--- src/rtl/exec_cfg.svh ---
// constants for the subtract, rotate and sleep execution block
`ifndef EXEC_CFG_SVH
`define EXEC_CFG_SVH
`define EXEC_DATA_W 8
`define EXEC_ADDR_W 7
`define EXEC_ADDR_MAX 7'h7F
`define EXEC_WDOG_W 8
`define EXEC_PRESC_W 8
`define EXEC_ACC_RST 8'h00
`define EXEC_WDOG_ZERO 8'h00
`define EXEC_PRESC_ZERO 8'h00
`define EXEC_DEST_ACC 1'b0
`define EXEC_DEST_REG 1'b1
// timeout and powerdown set, arithmetic flags clear
`define EXEC_STAT_RST 5'h03
`define EXEC_WDATA_RST 8'h00
`define EXEC_WADDR_RST 7'h00
`define EXEC_PRESC_WRAP 8'hFF
`define EXEC_PRESC_STEP 8'h01
`define EXEC_WDOG_STEP 8'h01
`endif

--- src/rtl/exec_pkg.sv ---
// types for the subtract, rotate and sleep execution block
package exec_pkg;
  typedef enum logic [2:0] {
    OP_NONE = 3'h0,
    OP_ROTATE_RIGHT_CARRY = 3'h1,
    OP_SUB_REG_MINUS_ACC = 3'h2,
    OP_SUB_REG_MINUS_ACC_BORROW = 3'h3,
    OP_SUB_LITERAL_MINUS_ACC = 3'h4,
    OP_SLEEP = 3'h5
  } op_type;

  typedef struct packed {
    op_type op;
    logic [6:0] addr;
    logic dest;
    logic [7:0] literal;
  } instr_type;

  typedef struct packed {
    logic carry;
    logic digit_carry;
    logic zero;
    logic timeout_flag;
    logic powerdown_flag;
  } status_type;

  typedef struct packed {
    logic [7:0] result;
    logic carry;
    logic digit_carry;
    logic zero;
    logic flags_upd;
    logic carry_only;
  } alu_out_type;
endpackage

--- src/rtl/sub_alu.sv ---
// combinational subtract and rotate unit
`timescale 1ns/10ps
`include "exec_cfg.svh"
module sub_alu
  import exec_pkg::*;
(
  input wire op_type op_i,        // operation
  input wire logic [7:0] reg_i,   // file register value
  input wire logic [7:0] acc_i,   // accumulator value
  input wire logic [7:0] lit_i,   // literal
  input wire logic carry_i,       // current carry
  output alu_out_type out_o       // result and flags
);
  logic [7:0] minuend;
  logic bin;
  logic [8:0] diff;
  logic [4:0] ldiff;

  always_comb begin
    minuend = (op_i == OP_SUB_LITERAL_MINUS_ACC) ? lit_i : reg_i;
    bin = (op_i == OP_SUB_REG_MINUS_ACC_BORROW) ? ~carry_i : 1'b0;
    // borrow out in bit 8, carry is its inverse
    diff = {1'b0, minuend} - {1'b0, acc_i} - {8'h00, bin};
    ldiff = {1'b0, minuend[3:0]} - {1'b0, acc_i[3:0]} - {4'h0, bin};
    out_o = '0;
    unique case (op_i)
      OP_ROTATE_RIGHT_CARRY: begin
        out_o.result = {carry_i, reg_i[7:1]};
        out_o.carry = reg_i[0];
        out_o.carry_only = 1'b1;
      end
      OP_SUB_REG_MINUS_ACC, OP_SUB_REG_MINUS_ACC_BORROW, OP_SUB_LITERAL_MINUS_ACC: begin
        out_o.result = diff[7:0];
        out_o.carry = ~diff[8];
        out_o.digit_carry = ~ldiff[4];
        out_o.zero = (diff[7:0] == 8'h00);
        out_o.flags_upd = 1'b1;
      end
      default: begin
        out_o = '0;
      end
    endcase
  end
endmodule

--- src/rtl/subtract_rotate_sleep_exec.sv ---
// execution unit for rotate right, three subtractions and sleep entry
`timescale 1ns/10ps
`include "exec_cfg.svh"
module subtract_rotate_sleep_exec
  import exec_pkg::*;
(
  input wire logic clk_i,              // 50 mhz core clock
  input wire logic rst_i,              // sync reset, active high
  input wire logic instr_valid_i,      // instruction executes this cycle
  input wire instr_type instr_i,       // decoded instruction
  input wire logic [7:0] reg_rdata_i,  // file register read data at addr
  input wire logic wdog_tick_i,        // watchdog prescaler count enable
  output logic [6:0] reg_addr_o,       // file register address
  output logic reg_we_o,               // file register write strobe
  output logic [7:0] reg_wdata_o,      // file register write data
  output logic [7:0] acc_o,            // accumulator
  output status_type status_o,         // status flags
  output logic [7:0] watchdog_counter_o, // watchdog count
  output logic sleep_o                 // pulse on sleep entry
);
  // ----------------------------------------------------------------
  // datapath
  // ----------------------------------------------------------------
  alu_out_type alu;
  logic alu_op;
  logic sleep_op;
  logic to_acc;
  logic presc_wrap;
  logic [7:0] acc_r;
  logic [7:0] acc_nxt;
  status_type stat_r;
  status_type stat_nxt;
  logic [7:0] wd_r;
  logic [7:0] wd_nxt;
  logic [7:0] presc_r;
  logic [7:0] presc_nxt;
  logic sleep_r;
  logic sleep_nxt;
  logic [7:0] wdata_r;
  logic [7:0] wdata_nxt;
  logic we_r;
  logic we_nxt;
  logic [6:0] waddr_r;
  logic [6:0] waddr_nxt;

  sub_alu u_alu (
    .op_i(instr_i.op),
    .reg_i(reg_rdata_i),
    .acc_i(acc_r),
    .lit_i(instr_i.literal),
    .carry_i(stat_r.carry),
    .out_o(alu)
  );

  // ----------------------------------------------------------------
  // instruction decode
  // ----------------------------------------------------------------
  always_comb begin
    alu_op = instr_valid_i && (alu.flags_upd || alu.carry_only);
    sleep_op = instr_valid_i && (instr_i.op == OP_SLEEP);
    // literal subtraction ignores the destination bit
    to_acc = (instr_i.op == OP_SUB_LITERAL_MINUS_ACC) || (instr_i.dest == `EXEC_DEST_ACC);
    presc_wrap = wdog_tick_i && (presc_r == `EXEC_PRESC_WRAP);
  end

  // ----------------------------------------------------------------
  // accumulator
  // ----------------------------------------------------------------
  always_comb begin
    acc_nxt = acc_r;
    if (alu_op && to_acc) begin
      acc_nxt = alu.result;
    end
  end

  always_ff @(posedge clk_i) begin
    if (rst_i) begin
      acc_r <= `EXEC_ACC_RST;
    end else begin
      acc_r <= acc_nxt;
    end
  end

  // ----------------------------------------------------------------
  // status flags
  // ----------------------------------------------------------------
  always_comb begin
    stat_nxt = stat_r;
    if (alu_op) begin
      stat_nxt.carry = alu.carry;
      // rotate leaves digit carry and zero alone
      if (alu.flags_upd) begin
        stat_nxt.digit_carry = alu.digit_carry;
        stat_nxt.zero = alu.zero;
      end
    end
    if (sleep_op) begin
      stat_nxt.powerdown_flag = 1'b0;
      stat_nxt.timeout_flag = 1'b1;
    end
  end

  always_ff @(posedge clk_i) begin
    if (rst_i) begin
      stat_r <= `EXEC_STAT_RST;
    end else begin
      stat_r <= stat_nxt;
    end
  end

  // ----------------------------------------------------------------
  // watchdog prescaler
  // ----------------------------------------------------------------
  always_comb begin
    presc_nxt = presc_r;
    // sleep clear wins over a tick in the same cycle
    if (sleep_op) begin
      presc_nxt = `EXEC_PRESC_ZERO;
    end else if (wdog_tick_i) begin
      presc_nxt = presc_r + `EXEC_PRESC_STEP;
    end
  end

  always_ff @(posedge clk_i) begin
    if (rst_i) begin
      presc_r <= `EXEC_PRESC_ZERO;
    end else begin
      presc_r <= presc_nxt;
    end
  end

  // ----------------------------------------------------------------
  // watchdog counter
  // ----------------------------------------------------------------
  always_comb begin
    wd_nxt = wd_r;
    if (sleep_op) begin
      wd_nxt = `EXEC_WDOG_ZERO;
    end else if (presc_wrap) begin
      wd_nxt = wd_r + `EXEC_WDOG_STEP;
    end
  end

  always_ff @(posedge clk_i) begin
    if (rst_i) begin
      wd_r <= `EXEC_WDOG_ZERO;
    end else begin
      wd_r <= wd_nxt;
    end
  end

  // ----------------------------------------------------------------
  // writeback strobe
  // ----------------------------------------------------------------
  always_comb begin
    // one-cycle pulse, the address port follows it
    we_nxt = alu_op && !to_acc;
  end

  always_ff @(posedge clk_i) begin
    if (rst_i) begin
      we_r <= 1'b0;
    end else begin
      we_r <= we_nxt;
    end
  end

  // ----------------------------------------------------------------
  // writeback data and address
  // ----------------------------------------------------------------
  always_comb begin
    wdata_nxt = wdata_r;
    waddr_nxt = waddr_r;
    if (alu_op && !to_acc) begin
      wdata_nxt = alu.result;
      waddr_nxt = instr_i.addr;
    end
  end

  always_ff @(posedge clk_i) begin
    if (rst_i) begin
      wdata_r <= `EXEC_WDATA_RST;
      waddr_r <= `EXEC_WADDR_RST;
    end else begin
      wdata_r <= wdata_nxt;
      waddr_r <= waddr_nxt;
    end
  end

  // ----------------------------------------------------------------
  // sleep entry pulse
  // ----------------------------------------------------------------
  always_comb begin
    sleep_nxt = sleep_op;
  end

  always_ff @(posedge clk_i) begin
    if (rst_i) begin
      sleep_r <= 1'b0;
    end else begin
      sleep_r <= sleep_nxt;
    end
  end

  // ----------------------------------------------------------------
  // outputs
  // ----------------------------------------------------------------
  // while a writeback is pending the address port shows its target
  assign reg_addr_o = we_r ? waddr_r : instr_i.addr;
  assign reg_we_o = we_r;
  assign reg_wdata_o = wdata_r;
  assign acc_o = acc_r;
  assign status_o = stat_r;
  assign watchdog_counter_o = wd_r;
  assign sleep_o = sleep_r;
endmodule

--- config.mk ---
export PLATFORM = sky130hd
export DESIGN_NAME = subtract_rotate_sleep_exec
export DESIGN_NICKNAME = d
export VERILOG_FILES = /design/src/rtl/exec_pkg.sv /design/src/rtl/sub_alu.sv /design/src/rtl/subtract_rotate_sleep_exec.sv
export VERILOG_INCLUDE_DIRS = /design/src /design/src/rtl
export SDC_FILE = /design/constraint.sdc
export NUM_CORES = 1
export LEC_CHECK = 0
export ABC_AREA = 1
export BUFFER_PORTS_ARGS = -buffer_cell sky130_fd_sc_hd__buf_2
export CORE_UTILIZATION = 50
export DETAILED_ROUTE_END_ITERATION = 6
export PLACE_DENSITY = 0.83
export SLEW_MARGIN = 25
export SYNTH_ARGS = -nofsm -noshare
export SYNTH_HDL_FRONTEND = slang
export SYNTH_HIERARCHICAL = 1
export SYNTH_SLANG_ARGS = --single-unit
--- constraint.sdc ---
create_clock -name clk_i -period 3 [get_ports clk_i]
set_input_delay 0.15 -clock clk_i [delete_from_list [all_inputs] [get_ports clk_i]]
set_output_delay 0.15 -clock clk_i [all_outputs]
set_load 0.01 [all_outputs]
# Word-level counts from Yosys, hierarchy flattened

Index checks and enable logic that the tools add are counted.

Register bits after elaboration: 45
Bits of input ports: 31

Equal/unequal tests: 6
Bitwise logic cells: 4
Multiplexer cells: 6
Reductions and logical operators: 12
Add/sub/neg operators: 6

Operators with widths:

| kind                                                                  | count |
|---|---|
| 9-bit case mux with 2 select lines                                    | 1 |
| 8-bit by 1-bit adder with 8-bit output, second input constant         | 2 |
| 8-bit by 8-bit subtractor with 9-bit output                           | 1 |
| 9-bit by 1-bit subtractor with 9-bit output                           | 1 |
| 8-bit equality test, second input constant                            | 1 |
| 8-bit logical NOT                                                     | 1 |
| 8-bit two-way mux                                                     | 1 |
| 7-bit two-way mux                                                     | 1 |
| 3-bit by 2-bit equality test with 1-bit output, second input constant | 2 |
| 3-bit equality test, second input constant                            | 2 |
| 1-bit logical AND                                                     | 5 |
| 4-bit by 4-bit subtractor with 5-bit output                           | 1 |
| 5-bit by 1-bit subtractor with 5-bit output                           | 1 |
| 1-bit inverter                                                        | 4 |
| 3-bit by 1-bit equality test with 1-bit output, second input constant | 1 |
| 3-bit two-way mux                                                     | 1 |
| 3-bit OR reduction                                                    | 1 |
| 1-bit logical OR                                                      | 2 |
| 1-bit two-way mux                                                     | 2 |
| 2-bit AND reduction                                                   | 1 |
| 2-bit OR reduction                                                    | 1 |
| 1-bit logical NOT                                                     | 1 |

# Longest topological paths before layout

Depth in word-level cells: 9
Gate-level depth with buffers: 18

# Hierarchy

The synthesis kept the hierarchy.

By module, submodules not included:

| module                     | cells each | instances | area each (µm²) |
|---|---|---|---|
| subtract_rotate_sleep_exec | 249        | 1         | 1911.8 |
| sub_alu                    | 145        | 1         | 787.0 |

# Worst setup path after synthesis

Ideal clock, no wire load.

Kind: input port to flip-flop
Start point: input port instr_i[17] (netlist name)
End point: register acc_r[7] (netlist: acc_o[7])
Data arrival time: 2.130 ns
Stages on the path: 17
Path slack: 0.754 ns
Path buffers: 1
Library setup time: 0.116 ns
Cell sequence: nor2_2 > nand2_2 > clkbuf_1 > nand2_1 > o21ai_0 > ha_1 > inv_1 > ha_1 > a21o_1 > a31oi_1 > nand2_1 > nand2_1 > nand2_1 > nand2_1 > nand2_1 > o21ai_0 > nor2_1

RTL lines:

| what                 | RTL line                         | RTL |
|---|---|---|
| start, declared      | subtract_rotate_sleep_exec.sv:10 | `input wire instr_type instr_i,` |
| end signal, assigned | subtract_rotate_sleep_exec.sv:78 | `` acc_r <= `EXEC_ACC_RST; `` |
| end signal, assigned | subtract_rotate_sleep_exec.sv:80 | `acc_r <= acc_nxt;` |
| end, declared        | subtract_rotate_sleep_exec.sv:29 | `logic [7:0] acc_r;` |

==> results.txt <==
The run finished with clean final reports. The layout overhead on the synthesized area came out at 17.39%. The total setup violations reported at the end of the flow is 0. Setup repair after global routing left no endpoint under its margin.

The actual transition at the worst max-transition pin came out at 611.9 ps. The sum of negative setup slack is 0 ps. The power density over the cells is 425.0 nW/um^2.

The post-detailed-route via-to-cell ratio is 4.977. Wires add up to 6274 um. The post-synthesis area per instance came out at 6.850 um^2. The type of destination of the critical path is a flip-flop.

In this run the critical register-to-register path is captured at status_o[2]$_SDFFE_PP0P_. In this run the deepest clock path goes through 2 buffers. The number of hold buffers added after CTS was 0. The floorplan has 26 rows. STA classifies the critical path startpoint as a primary input.

In this run switching power makes up 32.58% of total power. The number of top-level pins came out at 69. TritonCTS built the clock tree. Synthesis inferred 45 register bits. The proportion of synthesized flip-flops having asynchronous set or reset came out at 0%. The starting density of the core came out at 52.51%. The top cell types in the final layout, fill and taps aside, are sky130_fd_sc_hd__nand2_1 (76), sky130_fd_sc_hd__nor2_1 (71), sky130_fd_sc_hd__buf_2 (67). Of all nets on the critical path, the largest fanout is 15. The remaining routing DRC violations came out at 0.

After synthesis, flip-flops and latches occupy 33.38% of the total area. Per report_power, the combinational group accounts for 24.1% of the total. The repair_antennas step left the layout with diodes totalling 0.

The worst register-to-register path has a setup slack of around 660 ps. For the worst setup path, the data arrival time is about 2600 ps. The number of enable-type register cells in the synthesized netlist came out at 0.

The via count of the routed design is 2643. The share of layout cells above drive strength 1 is 23.64%. The total power consumption of the routed design came out at roughly 1.3 mW. The number of CTS-inserted buffers came out at 5.

The CTS clock-pin slew for the worst setup and hold paths is 90 ps. The maximum level of the CTS H-tree is 2. Entering global routing, the biggest net connects 27 pins. The via count of the first global-routing pass came out at 2450. The startpoint identified for the worst hold timing path is rst_i. The die footprint came out at 5696 um^2. Leaving out fill and tap cells, the most frequent cell in the layout is sky130_fd_sc_hd__nand2_1.

The first-pass GRT wire length is roughly 10000 um. Across the routed clock network, the largest skew measured is ~6.7 ps. In this run the clock root is driven by a sky130_fd_sc_hd__clkbuf_8.

The remaining antenna violation count after routing is 0. The most used flip-flop cell after synthesis is sky130_fd_sc_hd__dfxtp_1. The number of sinks driven by the clock tree came out at 45. The total of fill cells in the finished design is 498. The region available for standard cell placement spans approximately 5100 um^2. The number of detailed-route iterations in the first pass came out at 4. The total area of multi-input combinational cells is 1548 um^2. The aggregate global-route resource usage is 23.23%. The half-perimeter wire length after detailed placement is 4915 um. The min-delay analysis places its worst path in the category in -> reg. The number of gates given a new drive strength after cts came out at 0. Along the worst hold path, the cell count comes to 2. The switching power of the nets is 0.4388 mW. The maximum resistive drop on vdd is roughly 0.26 mV. The number of design-rule violations left by the first detailed-router iteration is 80. In this run the post-CTS setup repair buffer count came out at 0. The worst setup path is of the in -> reg kind.

The net total in the final layout is just over 500. The register area came out at about 900 um^2. The total overflow reported by the global router came out at 0. The number of cells produced by synthesis came out at 394. The relative slew slack came out at 59.16%. Cell internal power was estimated by the tool at 0.9078 mW. The weighted congestion reported at the end of routability-driven placement came out at 0.8692. During placement, the flow inserted port buffers numbering 67.

Max-cap violations in this run came to 0. The final max-slew violation count came out at 0. Based on the critical path, the design can be clocked at up to 419.3 MHz. The initial antenna violation count came out at 0. The share of total power dissipated in the clock network is between 20% and 30%. The insertion delay to the later sink of the worst-skew pair is 310 ps.

For hold timing, the worst endpoint is status_o[3]$_SDFFE_PP0P_. The synthesized netlist net count is 441. Of the total power, registers draw 47.2%. The total standard cell area after synthesis is 2699 um^2. Counting cells, the worst reg-to-reg path comes to 14. The number of hold-slack violations in the final timing report is 0. The static leakage power came out at 1.525 nW.

The data required time of the critical path came out at 3240 ps. From left edge to right edge, the die measures 75.47 um. The launch point of the worst reg-to-reg path is status_o[4]$_SDFFE_PP0P_. The final period demand of the worst path is 2385 ps.

The distinct cell type count of the synthesized netlist is 37. The average wire per standard cell came out at approximately 12 um. The count of yosys warnings during synthesis came out at 6. The ratio of final minimum period to clock period is 79.50%. The height of the die is 75.47 um.
## power groups by stage
| stage | combinational (mW) | clock [mW] | sequential [mW] |
|---|---|---|---|
| 3_3_place_gp | 0.313 | 0 | 0.649 |
| 6_report | 0.324 | 0.387 | 0.636 |
| 2_1_floorplan | 0.221 | 0 | 0.652 |
| 4_1_cts | 0.322 | 0.395 | 0.636 |
| 5_1_grt | 0.367 | 0.426 | 0.639 |
| 3_5_place_dp | 0.320 | 0 | 0.650 |
## registers in the layout (all words and copies together), names as in the netlist
signal              cells
reg_wdata_o             8
watchdog_counter_o      8
presc_r                 8
reg_we_o                1
acc_o                   8
waddr_r                 7
sleep_o                 1
status_o                4
## cells by family after synthesis
group | Yosys count | synth area share (%)
compound gates | 64 | 12.66
xor+xnor | 6 | 1.947
fa+ha+maj | 16 | 7.974
buf+inv | 62 | 9.272
flops | 45 | 33.38
mux | 8 | 3.338
other cells | 1 | 0.1389
simple gates | 192 | 31.29
## how the worst max path moves through the flow
stage | slack [ps] | endpoint | start
final | 610 | status_o[2]$_SDFFE_PP0P_ | instr_i[17]
after floorplan | 750 | acc_o[7]$_SDFFE_PP0P_ | instr_i[17]
after detailed placement | 350 | status_o[2]$_SDFFE_PP0P_ | instr_i[17]
after global placement | 450 | status_o[2]$_SDFFE_PP0P_ | instr_i[17]
after CTS | 670 | status_o[2]$_SDFFE_PP0P_ | instr_i[17]
after global routing | 400 | status_o[2]$_SDFFE_PP0P_ | instr_i[17]
## critical path, stage by stage
cell	delay, ps
sky130_fd_sc_hd__buf_2	130
sky130_fd_sc_hd__nor2_2	140
sky130_fd_sc_hd__nand2_2	200
sky130_fd_sc_hd__mux2_2	350
sky130_fd_sc_hd__fa_1	410
sky130_fd_sc_hd__inv_1	100
sky130_fd_sc_hd__fa_1	200
sky130_fd_sc_hd__nand2_1	80
sky130_fd_sc_hd__nand2_1	60
sky130_fd_sc_hd__nand2_1	100
sky130_fd_sc_hd__xor2_1	170
sky130_fd_sc_hd__nor2_1	100
sky130_fd_sc_hd__nand4_1	90
sky130_fd_sc_hd__nor2_1	90
sky130_fd_sc_hd__nand3_1	90
sky130_fd_sc_hd__a21oi_1	160
## cells in the mapped netlist (all sizes together), types with 5 or more instances
| master | instances | share of area, % |
|---|---|---|
| ha | 14 | 6.5 |
| nor2 | 77 | 12 |
| nand3 | 20 | 4.5 |
| dfxtp | 45 | 33 |
| nor3 | 5 | 1.1 |
| inv | 53 | 7.5 |
| a21oi | 16 | 3.0 |
| mux2 | 8 | 3.3 |
| nand2 | 85 | 13 |
| o22ai | 5 | 1.2 |
| o21ai | 39 | 7.5 |
| buf | 5 | 1.2 |
## routing by layer
layer / wire [um] / part of all wire, % / GRT usage [%]
met5: 0 / 0 / 0
met4: 99 / 1.6 / 8.848
met3: 375 / 6.0 / 4.630
met2: 3042 / 48 / 41.07
met1: 2756 / 44 / 27.78
## cell type report
type	instances	area share (%)
multi-input combinational	287	48.85
clock buffer	5	2.172
sequential	45	28.44
tap	70	2.765
inverter	54	6.517
timing repair buffer	67	10.58
clock inverter	3	0.6714
## metrics by stage
step / setup WS [ps] / util (%) / std cells / hold WS [ps] / area (um^2)
3_3_place_gp: 453.6 / 59.88 / 523 / 383.1 / 3078
3_5_place_dp: 348.7 / 59.88 / 523 / 380.2 / 3078
2_1_floorplan: 753.9 / - / 394 / 219.1 / 2699
6_report: 615.0 / 61.64 / 531 / 55.46 / 3168
4_1_cts: 665.2 / 61.64 / 531 / 51.41 / 3168
5_1_grt: 402.5 / 61.64 / 531 / 50.28 / 3168
No activity file was read; power rests on OpenSTA's default activity.
